`src/core/rtcit_defines.svh`:
```
// Constants for the clock control and interrupt timer block
`ifndef RTCIT_DEFINES_SVH
`define RTCIT_DEFINES_SVH

// ----------------------------------------------------------------
// Timing
// ----------------------------------------------------------------
`define RTCIT_CLK_PERIOD_NS   100
`define RTCIT_TICK_PERIOD_NS  100000000
`define RTCIT_TICK_CYCLES     (`RTCIT_TICK_PERIOD_NS / `RTCIT_CLK_PERIOD_NS)

// ----------------------------------------------------------------
// Register addresses
// ----------------------------------------------------------------
`define RTCIT_ADDR_CTRL       4'h0
`define RTCIT_ADDR_SHARED     4'hf

// ----------------------------------------------------------------
// Control write latches and status read bits
// ----------------------------------------------------------------
`define RTCIT_CW_TEST         3
`define RTCIT_CW_CLK_HALT     2
`define RTCIT_CW_INT_SEL      1
`define RTCIT_CW_INT_HALT     0
`define RTCIT_CR_DCF          3
`define RTCIT_CR_INT_FLAG     0

// ----------------------------------------------------------------
// Clock setting and interrupt register fields
// ----------------------------------------------------------------
`define RTCIT_CS_LEAP_HI      3
`define RTCIT_CS_LEAP_LO      2
`define RTCIT_CS_AMPM         1
`define RTCIT_CS_MODE24       0
`define RTCIT_IR_REPEAT       3
`define RTCIT_IR_PER_HI       2

// ----------------------------------------------------------------
// Reset values and period codes, in 100 ms ticks
// ----------------------------------------------------------------
`define RTCIT_CTRL_RESET      4'h1
`define RTCIT_CSET_RESET      4'h0
`define RTCIT_IREG_RESET      4'h0
`define RTCIT_PER_NONE        3'h0
`define RTCIT_TICKS_0P1       10'h001
`define RTCIT_TICKS_0P5       10'h005
`define RTCIT_TICKS_1         10'h00a
`define RTCIT_TICKS_5         10'h032
`define RTCIT_TICKS_10        10'h064
`define RTCIT_TICKS_30        10'h12c
`define RTCIT_TICKS_60        10'h258

`endif

```
`src/core/rtcit_pkg.sv`:
```
// Types shared by the clock control and interrupt timer block
package rtcit_pkg;

  // Raw parallel bus pins, all active low strobes
  typedef struct packed {
    logic       cs_n;   // Chip select
    logic       rd_n;   // Read strobe
    logic       wr_n;   // Write strobe
    logic [3:0] addr;   // Register address
    logic [3:0] data;   // Write data
  } rtcit_pins_t;

  // Four write-only control latches
  typedef struct packed {
    logic test;         // Test mode
    logic clk_halt;     // Clock start/stop
    logic int_sel;      // Address 15 select
    logic int_halt;     // Interrupt start/stop
  } rtcit_ctrl_t;

  // Bus access phase
  typedef enum logic [1:0] {
    RTCIT_IDLE,
    RTCIT_READ,
    RTCIT_WRITE
  } rtcit_phase_t;

endpackage : rtcit_pkg

```
`src/core/rtcit_core.sv`:
```
// Control register, clock setting register and interrupt timer
`timescale 1ns/10ps
`include "rtcit_defines.svh"

// ----------------------------------------------------------------
// Functional notes
// - Address 15 selected by control bit 1
// - Timing independent of address 15 selection
// - Clock setting: leap 3:2, AM/PM 1, mode 0
// - Leap counter increments at year rollover
// - AM/PM toggles at noon, zero in 24h
// - Mode bit 0 twelve-hour, 1 twenty-four
// - Low three bits select interrupt period
// - Bit 3 selects single or repeated
// - Period zero clears output, sets halt
// - Repeat timeouts aligned, no accumulated error
// - Address 0 split write latches, read flags
// - Latches: test, clock halt, select, int halt
// - Test latch enters and leaves test mode
// - Clock halt stops time, zeroes tenths
// - Interrupt halt resets timer; zero restarts
// - Single mode stops after timeout
// - Repeated mode runs without processor action
// - Read: changed flag bit 3, irq bit 0
// - Changed flag set by tick, cleared by read
// - Timeout sets flag, drives irq low
// - Flags cleared at read strobe trailing edge
// - Timeout during read deferred until read ends
// - Tick during control read ignored
// ----------------------------------------------------------------
module rtcit_core
  import rtcit_pkg::*;
#(
  parameter int unsigned TICK_CYCLES = `RTCIT_TICK_CYCLES
) (
  input  wire logic        ref_clk,
  input  wire logic        reset_n,
  input  wire rtcit_pins_t pins,
  input  wire logic        year_roll,
  input  wire logic        noon_roll,
  output logic [3:0]       data_out,
  output logic             data_oe,
  output logic             irq_out,
  output logic             irq_oe,
  output logic             setting_tick,
  output logic             tenths_clear,
  output logic             test_mode,
  output logic             hour_mode_24
);

  // ----------------------------------------------------------------
  // Declarations
  // ----------------------------------------------------------------
  localparam int PW = $bits(rtcit_pins_t);

  logic [PW-1:0] sync1;          // First synchroniser stage
  logic [PW-1:0] sync2;          // Second stage
  logic [PW-1:0] sync3;          // Third stage
  rtcit_pins_t   pin_f;          // Filtered pin image
  rtcit_phase_t  phase;          // Current bus access phase
  rtcit_phase_t  next_phase;     // Phase decoded from filtered pins
  logic [3:0]    acc_addr;       // Address held through the access
  logic          rd_end;         // Trailing edge of any read
  logic          wr_end;         // Trailing edge of any write
  logic          ctrl_rd;        // Control register read in progress
  logic          ctrl_rd_end;    // Trailing edge of control read
  logic          ctrl_wr;        // Write commit to address 0
  logic          shared_wr;      // Write commit to address 15
  rtcit_ctrl_t   ctrl;           // Control write latches
  logic [1:0]    leap;           // Leap year counter
  logic          ampm;           // AM/PM indicator
  logic [3:0]    ireg;           // Interrupt register
  logic [31:0]   div_cnt;        // Tick divider
  logic          tick;           // One-cycle 100 ms tick
  logic [9:0]    tmr_cnt;        // Interrupt timer count
  logic [9:0]    tmr_limit;      // Ticks per period
  logic          timeout;        // One-cycle timer expiry
  logic          to_pend;        // Expiry stored during control read
  logic          dcf;            // Data-changed flag
  logic          int_flag;       // Interrupt flag
  logic          irq_act;        // Interrupt output asserted
  logic [3:0]    next_rdata;     // Read mux
  logic          osc_toggle;     // Test mode square wave

  // ----------------------------------------------------------------
  // Pin synchronisers
  // ----------------------------------------------------------------
  // Three stages; a change is accepted only when stages 2 and 3 agree
  always_ff @(posedge ref_clk) begin
    if (!reset_n) begin
      sync1 <= '1;
      sync2 <= '1;
      sync3 <= '1;
    end else begin
      sync1 <= pins;
      sync2 <= sync1;
      sync3 <= sync2;
    end
  end

  // Per-bit acceptance filter, idle state is all ones (strobes high)
  genvar gi;
  generate
    for (gi = 0; gi < PW; gi++) begin : g_filt
      logic bit_f;  // Accepted level of this pin
      always_ff @(posedge ref_clk) begin
        if (!reset_n) begin
          bit_f <= 1'b1;
        end else if (sync2[gi] == sync3[gi]) begin
          bit_f <= sync3[gi];
        end
      end
      assign pin_f[gi] = bit_f;
    end
  endgenerate

  // ----------------------------------------------------------------
  // Bus access decode
  // ----------------------------------------------------------------
  // Phase from filtered strobes; read wins if both are low
  always_comb begin
    if (pin_f.cs_n) begin
      next_phase = RTCIT_IDLE;
    end else if (!pin_f.rd_n) begin
      next_phase = RTCIT_READ;
    end else if (!pin_f.wr_n) begin
      next_phase = RTCIT_WRITE;
    end else begin
      next_phase = RTCIT_IDLE;
    end
  end

  // Phase register and address captured at access start
  always_ff @(posedge ref_clk) begin
    if (!reset_n) begin
      phase    <= RTCIT_IDLE;
      acc_addr <= 4'h0;
    end else begin
      phase <= next_phase;
      if (phase == RTCIT_IDLE) begin
        acc_addr <= pin_f.addr;
      end
    end
  end

  // Strobe events; a control read counts from its first edge, so a
  // timeout landing on that edge is deferred rather than lost
  always_comb begin
    rd_end      = (phase == RTCIT_READ) && (next_phase != RTCIT_READ);
    wr_end      = (phase == RTCIT_WRITE) && (next_phase != RTCIT_WRITE);
    ctrl_rd     = (phase == RTCIT_READ) ?
                  (acc_addr == `RTCIT_ADDR_CTRL) :
                  (next_phase == RTCIT_READ &&
                   pin_f.addr == `RTCIT_ADDR_CTRL);
    ctrl_rd_end = rd_end && (acc_addr == `RTCIT_ADDR_CTRL);
    ctrl_wr     = wr_end && (acc_addr == `RTCIT_ADDR_CTRL);
    shared_wr   = wr_end && (acc_addr == `RTCIT_ADDR_SHARED);
  end

  // ----------------------------------------------------------------
  // Control write latches
  // ----------------------------------------------------------------
  // Data is taken at the write trailing edge, like a latch closing
  always_ff @(posedge ref_clk) begin
    if (!reset_n) begin
      ctrl <= `RTCIT_CTRL_RESET;
    end else begin
      if (ctrl_wr) begin
        ctrl.test     <= pin_f.data[`RTCIT_CW_TEST];
        ctrl.clk_halt <= pin_f.data[`RTCIT_CW_CLK_HALT];
        ctrl.int_sel  <= pin_f.data[`RTCIT_CW_INT_SEL];
        ctrl.int_halt <= pin_f.data[`RTCIT_CW_INT_HALT];
      end
      // Zero period forces the halt latch, over any control write
      if (shared_wr && ctrl.int_sel &&
          pin_f.data[`RTCIT_IR_PER_HI:0] == `RTCIT_PER_NONE) begin
        ctrl.int_halt <= 1'b1;
      end else if (timeout && !ireg[`RTCIT_IR_REPEAT]) begin
        ctrl.int_halt <= 1'b1;
      end
    end
  end

  // ----------------------------------------------------------------
  // Clock setting register
  // ----------------------------------------------------------------
  // Mode bit; written only when the clock setting register is selected
  always_ff @(posedge ref_clk) begin
    if (!reset_n) begin
      hour_mode_24 <= 1'b0;
    end else if (shared_wr && !ctrl.int_sel) begin
      hour_mode_24 <= pin_f.data[`RTCIT_CS_MODE24];
    end
  end

  // AM/PM: toggles at noon in 12-hour mode, forced low in 24-hour.
  // It obeys the mode already in force, so a write that also flips
  // the mode does not set AM/PM as intended.
  always_ff @(posedge ref_clk) begin
    if (!reset_n) begin
      ampm <= 1'b0;
    end else if (hour_mode_24) begin
      ampm <= 1'b0;
    end else if (shared_wr && !ctrl.int_sel) begin
      ampm <= pin_f.data[`RTCIT_CS_AMPM];
    end else if (noon_roll) begin
      ampm <= ~ampm;
    end
  end

  // Leap year counter, two-bit binary, zero marks a leap year
  always_ff @(posedge ref_clk) begin
    if (!reset_n) begin
      leap <= 2'h0;
    end else if (shared_wr && !ctrl.int_sel) begin
      leap <= pin_f.data[`RTCIT_CS_LEAP_HI:`RTCIT_CS_LEAP_LO];
    end else if (year_roll) begin
      leap <= leap + 2'h1;
    end
  end

  // ----------------------------------------------------------------
  // Interrupt register
  // ----------------------------------------------------------------
  always_ff @(posedge ref_clk) begin
    if (!reset_n) begin
      ireg <= `RTCIT_IREG_RESET;
    end else if (shared_wr && ctrl.int_sel) begin
      ireg <= pin_f.data;
    end
  end

  // Period code to tick count
  always_comb begin
    case (ireg[`RTCIT_IR_PER_HI:0])
      3'h1:    tmr_limit = `RTCIT_TICKS_0P1;
      3'h2:    tmr_limit = `RTCIT_TICKS_0P5;
      3'h3:    tmr_limit = `RTCIT_TICKS_1;
      3'h4:    tmr_limit = `RTCIT_TICKS_5;
      3'h5:    tmr_limit = `RTCIT_TICKS_10;
      3'h6:    tmr_limit = `RTCIT_TICKS_30;
      3'h7:    tmr_limit = `RTCIT_TICKS_60;
      default: tmr_limit = 10'h000; // No interrupt
    endcase
  end

  // ----------------------------------------------------------------
  // Setting tick divider
  // ----------------------------------------------------------------
  // Held at zero while the clock is halted, so restart gives a full
  // 100 ms; the interrupt timer shares this tick and halts with it
  always_ff @(posedge ref_clk) begin
    if (!reset_n) begin
      div_cnt <= 32'h0;
      tick    <= 1'b0;
    end else if (ctrl.clk_halt) begin
      div_cnt <= 32'h0;
      tick    <= 1'b0;
    end else if (div_cnt == 32'(TICK_CYCLES - 1)) begin
      div_cnt <= 32'h0;
      tick    <= 1'b1;
    end else begin
      div_cnt <= div_cnt + 32'h1;
      tick    <= 1'b0;
    end
  end

  // ----------------------------------------------------------------
  // Interrupt timer
  // ----------------------------------------------------------------
  // Counter restarts exactly at expiry, so repeats never drift.
  // Selection of address 15 plays no part here.
  always_ff @(posedge ref_clk) begin
    if (!reset_n) begin
      tmr_cnt <= 10'h0;
      timeout <= 1'b0;
    end else if (ctrl.int_halt || tmr_limit == 10'h000) begin
      tmr_cnt <= 10'h0;
      timeout <= 1'b0;
    end else if (tick && tmr_cnt == tmr_limit - 10'h1) begin
      tmr_cnt <= 10'h0;
      timeout <= 1'b1;
    end else if (tick) begin
      tmr_cnt <= tmr_cnt + 10'h1;
      timeout <= 1'b0;
    end else begin
      timeout <= 1'b0;
    end
  end

  // ----------------------------------------------------------------
  // Status flags
  // ----------------------------------------------------------------
  // Expiry seen during a control read waits for the read to end
  always_ff @(posedge ref_clk) begin
    if (!reset_n) begin
      to_pend <= 1'b0;
    end else if (timeout && ctrl_rd && !ctrl_rd_end) begin
      to_pend <= 1'b1;
    end else if (!ctrl_rd) begin
      to_pend <= 1'b0;
    end
  end

  // Data-changed flag; a set in the clearing cycle wins
  always_ff @(posedge ref_clk) begin
    if (!reset_n) begin
      dcf <= 1'b0;
    end else if (tick && !(ctrl_rd && !ctrl_rd_end)) begin
      dcf <= 1'b1;
    end else if (ctrl_rd_end) begin
      dcf <= 1'b0;
    end
  end

  // Interrupt flag; stays frozen through a control read
  always_ff @(posedge ref_clk) begin
    if (!reset_n) begin
      int_flag <= 1'b0;
    end else if (ctrl_rd_end) begin
      int_flag <= to_pend || timeout;
    end else if (timeout && !ctrl_rd) begin
      int_flag <= 1'b1;
    end
  end

  // Interrupt output request, also cleared by programming period zero
  always_ff @(posedge ref_clk) begin
    if (!reset_n) begin
      irq_act <= 1'b0;
    end else if (ctrl_rd_end) begin
      irq_act <= to_pend || timeout;
    end else if (timeout && !ctrl_rd) begin
      irq_act <= 1'b1;
    end else if (shared_wr && ctrl.int_sel &&
                 pin_f.data[`RTCIT_IR_PER_HI:0] == `RTCIT_PER_NONE) begin
      irq_act <= 1'b0;
    end
  end

  // ----------------------------------------------------------------
  // Read data path
  // ----------------------------------------------------------------
  always_comb begin
    next_rdata = 4'h0;
    if ((phase == RTCIT_IDLE ? pin_f.addr : acc_addr) ==
        `RTCIT_ADDR_CTRL) begin
      next_rdata[`RTCIT_CR_DCF]      = dcf;
      next_rdata[`RTCIT_CR_INT_FLAG] = int_flag;
    end
    if ((phase == RTCIT_IDLE ? pin_f.addr : acc_addr) ==
        `RTCIT_ADDR_SHARED) begin
      if (ctrl.int_sel) begin
        next_rdata = ireg;
      end else begin
        next_rdata = {leap, ampm, hour_mode_24};
      end
    end
  end

  // Data captured before the read starts and held through it
  always_ff @(posedge ref_clk) begin
    if (!reset_n) begin
      data_out <= 4'h0;
      data_oe  <= 1'b0;
    end else begin
      if (phase != RTCIT_READ) begin
        data_out <= next_rdata;
      end
      data_oe <= (next_phase == RTCIT_READ);
    end
  end

  // ----------------------------------------------------------------
  // Interrupt pin and side outputs
  // ----------------------------------------------------------------
  // Test mode with no period programmed drives a square wave out
  // actively; otherwise the pin is open drain, low when asserted
  always_ff @(posedge ref_clk) begin
    if (!reset_n) begin
      osc_toggle <= 1'b0;
      irq_out    <= 1'b0;
      irq_oe     <= 1'b0;
    end else begin
      osc_toggle <= ~osc_toggle;
      if (ctrl.test && tmr_limit == 10'h000) begin
        irq_out <= osc_toggle;
        irq_oe  <= 1'b1;
      end else begin
        irq_out <= 1'b0;
        irq_oe  <= irq_act;
      end
    end
  end

  // Tick and control levels towards the time counters
  always_ff @(posedge ref_clk) begin
    if (!reset_n) begin
      setting_tick <= 1'b0;
      tenths_clear <= 1'b0;
      test_mode    <= 1'b0;
    end else begin
      setting_tick <= tick;
      tenths_clear <= ctrl.clk_halt;
      test_mode    <= ctrl.test;
    end
  end

endmodule : rtcit_core

```
`config.mk`:
```
export PLATFORM = sky130hd
export DESIGN_NAME = rtcit_core
export DESIGN_NICKNAME = d
export VERILOG_FILES = /design/src/core/rtcit_pkg.sv /design/src/core/rtcit_core.sv
export VERILOG_INCLUDE_DIRS = /design/src /design/src/core
export SDC_FILE = /design/constraint.sdc
export NUM_CORES = 1
export LEC_CHECK = 0
export ABC_AREA = 0
export BUFFER_PORTS_ARGS = -buffer_cell sky130_fd_sc_hd__buf_4
export CAP_MARGIN = 20
export CORE_MARGIN = 5
export CORE_UTILIZATION = 53
export CTS_CLUSTER_DIAMETER = 60
export CTS_CLUSTER_SIZE = 12
export DETAILED_ROUTE_END_ITERATION = 16
export PLACE_DENSITY = 0.8
export SLEW_MARGIN = 30
export SYNTH_ARGS = -nofsm -noshare
export SYNTH_HDL_FRONTEND = slang
export SYNTH_SLANG_ARGS = --single-unit
```
`constraint.sdc`:
```
create_clock -name ref_clk -period 3 [get_ports ref_clk]
set_input_delay 0.9 -clock ref_clk [delete_from_list [all_inputs] [get_ports ref_clk]]
set_output_delay 0.9 -clock ref_clk [all_outputs]
set_load 0.02 [all_outputs]
```
==> metrics.yaml, run 1 <==
flow_run:
  maxCapViolCount: 0
sta:
  hold_viol: 0
  setup_viol: 0
  holdWs_ns: 0.404
  finalCritPeriodShare: 0.941
  relSlewSlack: 0.580
  setup_ws_ns: 0.178
  finalMaxSlewViolations: 0
  fmax_mhz: 354
  fin_crit_ns: 2.82
  tightest_slew_ns: 0.629
  fin_tns_setup_ns: 0
  final.setup_skew_ns: 0.0122
  rsz0062_at_grt: "false"
clock_tree:
  postCtsSetupBuffers: 0
  htreeDepth: 4
  clockRootBuffer: "clkbuf_8"
  path_clk_slew_ns: 0.05
  insertion_delay_ns: 0.51
  clock-sinks: 120
  cts_buffers: 17
  cts_tree: "built"
  cts_buffer_depth: 2
cells_and_area:
  final_common_cell: "dfxtp_1"
  seq_area_um2: 2400
  multi_input_area_um2: 2490
  fin_nets: 601
  final_util: 0.639
  num_antenna_cells: 0
  n_fill_cell: 755
  most-common-layout-cells: "dfxtp_1 (119), nor2_1 (75), nand2b_1 (40)"
  area_delta_synth_final_pct: 17.3
  drive_above_1_share: 0.131
logic_synthesis:
  syn-num-nets: 574
  synth.cell_area_um2: 5050
  post_synth_num_cell_types: 54
  yosysWarnings: 0
  async_flop_share: 0
  ys_seq_elements: 120
  yosysTopAreaCellShare: 0.475
  synth_edf_count: 0
  synth_cells: 556
  avgSynthCellArea_um2: 9.09
  ys.flop_type: "dfxtp_1"
  synth_top_area_cell: "dfxtp_1"
  synthTopCellsByArea: "dfxtp_1 (48%), nor2_1 (5.6%), nand2b_1 (5.0%), xor2_1 (4.3%), a21oi_1 (3.8%)"
  ys_seq_area_frac: 0.475
worst_setup_path:
  max_stage_delay_ns: 0.49
  cpMostUsedCell: "buf_4"
  crit_type: "reg -> reg"
  end_kind: "flip-flop"
  cp.arrival_ns: 3.27
  crit_required_ns: 3.45
  cp-start-kind: "flip-flop"
  slowest_stage: "dfxtp_1"
  path_cells: "buf_4, nand2b_1, ha_1, xor2_1, mux2_2, o211a_1, a2111oi_2, buf_4, and3_1"
  critPathMaxFanout: 14
placement:
  dp_hpwl_mm: 6.86
  gp_congestion: 0.819
  dp_slack_ns: 0.267
  numPortBuffers: 25
pwr:
  peakVddDrop_v: 0.000366
  pwr_density_cell_nw_per_um2: 632
  power_uw: 3750
  p_leak_uw: 0.00227
routing:
  drtIter0Drc: 263
  viasPerCell: 5.53
  drtAntennaViolNets: 0
  wl_met2_mm: 5.01
  wire_per_inst_um: 14.4
  wirelength_mm: 10.4
  via_count: 4001
  wl_met3_um: 488
  dr.pass1.iters: 5
  drc: 0
  m1WireLength_mm: 4.75
  maxUsedRoutingLayer: "met4"
die:
  pin_count: 26
  dieArea_um2: 11600
  die_w_um: 108
  start_util: 0.544
  core_area_um2: 9280
  die_h_um: 108
  rows: 35
run_status:
  status: "finished, final reports clean"
hold_path:
  hp-class: "reg -> reg"
global_route:
  grt_pass1_vias: 3903
  gr-total-overflow: 0
  grt_max_degree: 50
  antenna_found_initial: 0
  grt_first_pass_wirelength_mm: 18.0
  track_usage: 0.192
cell families (layout without fill, tap and decap cells):
kind of cell,count (synthesis),in the layout,synth area share
AOI/OAI and AO/OA,87,87,0.105
xor gates and xnor gates,41,41,0.0711
adders and majority gates,3,3,0.00743
buffers and inverters,36,75,0.0319
DFF,120,120,0.475
muxes,24,24,0.0493
and+or+nand+nor,245,245,0.260
worst paths after layout:
kind                               start       end  slack (ns)  depth (start not counted)
worst min-delay path            sync1[5]  sync2[5]        0.40                          1
worst max-delay path             ireg[2]   timeout        0.18                          9
worst min register to register  sync1[5]  sync2[5]        0.40                          1
worst max register to register   ireg[2]   timeout        0.18                          9
metal layers:
metal / GRT usage / up-vias
met4: 0.0839 / 0
met3: 0.0474 / 17
met5: 0 / -
met2: 0.309 / 101
li1: - / 1998
met1: 0.246 / 1885
per-stage QoR:
| step | instance area (µm²) | instances |
|---|---|---|
| after floorplan | 5050 | 556 |
| after global placement | 5350 | 693 |
| after detailed placement | 5350 | 693 |
| after CTS | 5930 | 724 |
| after global routing | 5930 | 724 |
| final | 5930 | 724 |
Yosys cell counts, drive strengths merged (3+ instances only):
cell,count
dfxtp,120
nor2,75
nand2b,40
a21oi,38
nand2,35
xor2,25
o21ai,24
nand4,20
mux2i,17
xnor2,16
nand3,15
nor3,15
buf,14
clkbuf,12
inv,10
and3,7
and4,7
mux2,7
nor4,7
or3,5
or4,5
and2,4
or3b,4
a211oi,3
a31oi,3
ha,3
nor2b,3
nor4b,3
report_power, final:
part           internal [µW]  leakage (µW)  switching (µW)
sequential              1630      0.000978            19.7
clock                   1340      0.000287             671
combinational           42.7       0.00100            45.1
sequential cells by signal, summed over array words and instances, names as in the netlist, 10 cells and up:
| signal | count |
|---|---|
| div_cnt | 32 |
| sync1 | 11 |
| tmr_cnt | 10 |
| g_filt.bit_f | 11 |
| sync3 | 11 |
| sync2 | 11 |
timing repair:
action	CTS	global route
hold buffers	0	0
resized for setup	0	1
endpoints found under the hold margin	0	0
endpoints found under the setup margin	0	11
area by class of cell:
class | instances | share of cell area
Clock inverter | 9 | 0.0251
Sequential cell | 120 | 0.405
Timing Repair Buffer | 34 | 0.0430
Inverter | 10 | 0.00633
Multi-Input combinational cell | 400 | 0.420
Clock buffer | 22 | 0.0730
Tap cell | 129 | 0.0272
critical path: cells and delay by family, from the launching register on:
| family | cells | cell delay (ns) |
|---|---|---|
| fa+ha+maj | 1 | 0.34 |
| compound gates | 2 | 0.47 |
| xor+xnor | 1 | 0.30 |
| flops | 1 | 0.49 |
| mux | 1 | 0.37 |
| buf+inv | 2 | 0.50 |
| simple gates | 2 | 0.28 |
Power figures use the tool's default switching activity.
==> inputs of run 2 (changes only) <==
--- a/config.mk
+++ b/config.mk
@@ -14,7 +14,7 @@
 export CTS_CLUSTER_DIAMETER = 60
 export CTS_CLUSTER_SIZE = 12
 export DETAILED_ROUTE_END_ITERATION = 16
-export PLACE_DENSITY = 0.8
+export PLACE_DENSITY = 0.67
 export SLEW_MARGIN = 30
 export SYNTH_ARGS = -nofsm -noshare
 export SYNTH_HDL_FRONTEND = slang
==> run 2 against run 1 <==
Critical path depth did not move. Final cell count up 0.41%. Sequential share of layout area down 0.34 points. Worst hold slack is essentially flat. Combinational power grew 1%. Maximum frequency rose by 6.3%. Worst setup slack improved by 0.17 ns. Power rose by 2.0%. Clock power increased by 4%. Non-clock buffer count rose by 2.
==> metrics.yaml, run 2 (synthesized netlist as in run 1, its figures left out) <==
worst_setup_path:
  rrSetupSlack_ns: 0.35  # +0.17 ns
  cp-start-kind: "flip-flop"
  end_kind: "flip-flop"
  r2r-start: "ireg[2]"
  crit_required_ns: 3.45  # about the same
  critPathMaxFanout: 11  # -3
  cp.arrival_ns: 3.10  # -0.17 ns
  rr_worst_depth: 9  # unchanged
  crit_type: "reg -> reg"
  r2r-end: "timeout"
  crit_path_end: "timeout"
  crit_start: "ireg[2]"
sta:
  relSlewSlack: 0.588  # +0.00723
  hold_viol: 0  # unchanged
  setup_viol: 0  # unchanged
  tightest_slew_ns: 0.614  # -0.0155 ns
  rsz0062_at_grt: "false"
  final.setup_skew_ns: 0.00903  # -0.00315 ns
  finalMaxSlewViolations: 0  # unchanged
  fin_tns_setup_ns: 0  # unchanged
  fmax_mhz: 377  # +6.3%
  finalCritPeriodShare: 0.885  # -0.0560
  fin_crit_ns: 2.65  # -0.168 ns
clock_tree:
  clockRootBuffer: "clkbuf_8"
  postCtsHoldBufs: 0  # unchanged
  cts_buffer_depth: 2  # unchanged
  path_clk_slew_ns: 0.06  # about the same
  cts_tree: "built"
  htreeDepth: 4  # unchanged
  clock-sinks: 120  # unchanged
  cts_resized: 0  # unchanged
  insertion_delay_ns: 0.50  # about the same
  cts_buffers: 17  # unchanged
  postCtsSetupBuffers: 0  # unchanged
pwr:
  swShare: 0.223  # +0.0262
  p_switching_uw: 851  # +16%
  pwr_density_cell_nw_per_um2: 639  # +1.2%
  pwr-share-clk: 0.546  # +0.009
  p_comb_frac: 0.023  # about the same
  peakVddDrop_v: 0.000445  # +22%
  intPower_uw: 2970  # -1.3%
  p_leak_uw: 0.00229  # +1.1%
  seqPwrFrac: 0.431  # -0.009
routing:
  m1WireLength_mm: 4.88  # +2.8%
  wl_met2_mm: 4.72  # -5.8%
  drtAntennaViolNets: 0  # unchanged
  drtIter0Drc: 206  # -22%
  maxUsedRoutingLayer: "met4"
  via_count: 3958  # -1.1%
  viasPerCell: 5.44  # -1.5%
  wl_met3_um: 364  # -25%
  wirelength_mm: 10.1  # -2.5%
  dr.pass1.iters: 4  # -1
  drc: 0  # unchanged
  wire_per_inst_um: 14.0  # -2.9%
cells_and_area:
  postLayoutCellArea_um2: 5980  # +0.80%
  largest_reg_flops: 32  # unchanged
  top_register: "div_cnt"
  final_common_cell: "dfxtp_1"
  n_fill_cell: 802  # +6.2%
  drive_above_1_share: 0.142  # +0.0110
  area_delta_synth_final_pct: 18.3
  multi_input_area_um2: 2490  # unchanged
  fin_nets: 603  # +0.33%
  num_antenna_cells: 0  # unchanged
  seq_area_um2: 2400  # about the same
  most-common-layout-cells: "dfxtp_1 (120), nor2_1 (75), nand2b_1 (40)"
die:
  die_h_um: 108  # unchanged
  pin_count: 26  # unchanged
  core_area_um2: 9280  # unchanged
  die_w_um: 108  # unchanged
  dieArea_um2: 11600  # unchanged
  start_util: 0.544  # unchanged
  rows: 35  # unchanged
flow_run:
  maxCapViolCount: 0  # unchanged
placement:
  dp_hpwl_mm: 6.91  # +0.60%
  gp_congestion: 0.838  # +2.4%
  post_dp_cell_area_um2: 5360  # +0.28%
  numPortBuffers: 25  # unchanged
global_route:
  grt_pass1_vias: 3732  # -4.4%
  antenna_found_initial: 0  # unchanged
  grt_max_degree: 42  # -16%
  track_usage: 0.185  # -0.00787
  gr-total-overflow: 0  # unchanged
  grt_first_pass_wirelength_mm: 17.3  # -3.8%
run_status:
  status: "finished, final reports clean"
hold_path:
  hp-class: "reg -> reg"
==> run 2: cell count changes in the layout (fill, tap and decap cells not counted), sizes merged <==
cell / change
inv: +9
clkbuf: -5
clkinv: -3
buf: +2
bufinv: -1
clkinvlp: +1
==> run 2: critical path, cell delays in order (launching register included) <==
cell	delay (ns)
dfxtp_1	0.47
buf_4	0.21
o22a_1	0.13
ha_1	0.34
xor2_1	0.28
mux2_2	0.37
o211a_1	0.21
a2111oi_2	0.21
buf_4	0.23
and3_1	0.15
==> run 2: power groups by stage <==
stage	sequential, µW	combinational (µW)	clock (µW)
floorplan	1680	56.4	0
global placement	1680	86.6	0
detailed placement	1680	89.8	0
CTS	1650	90.2	2130
global route	1650	99.7	2210
finish	1650	88.8	2090
==> run 2: how the worst min path moves through the flow <==
stage / start / endpoint / slack, ns / depth (start not counted)
after CTS: sync1[5] / sync2[5] / 0.41 / 1
final: sync1[5] / sync2[5] / 0.40 / 1
after floorplan: osc_toggle / osc_toggle / 0.39 / 1
after detailed placement: sync1[2] / sync2[2] / 0.39 / 1
after global placement: sync1[5] / sync2[5] / 0.39 / 1
after global routing: sync1[6] / sync2[6] / 0.42 / 1
==> run 2: area by class of cell <==
| type | count | area share |
|---|---|---|
| Inverter | 10 | 0.00628 |
| Clock buffer | 17 | 0.0693 |
| Tap cell | 129 | 0.0270 |
| Timing Repair Buffer | 36 | 0.0452 |
| Sequential cell | 120 | 0.402 |
| Multi-Input combinational cell | 400 | 0.417 |
| Clock inverter | 15 | 0.0337 |
==> run 2: metal layers <==
layer,vias to the layer above,GRT usage
met5,-,0
met4,0,0.0676
met3,15,0.0468
met2,76,0.288
met1,1860,0.247
li1,2007,-
==> run 2: stage by stage <==
step	util	hold slack (ns)	std cells	worst slack, ns	total power [µW]
after floorplan	-	0.386	556	0.459	1730
after global placement	0.577	0.388	695	0.432	1770
after detailed placement	0.577	0.392	695	0.368	1770
after CTS	0.644	0.406	727	0.350	3870
after global routing	0.644	0.417	727	0.199	3960
final	0.644	0.404	727	0.346	3820
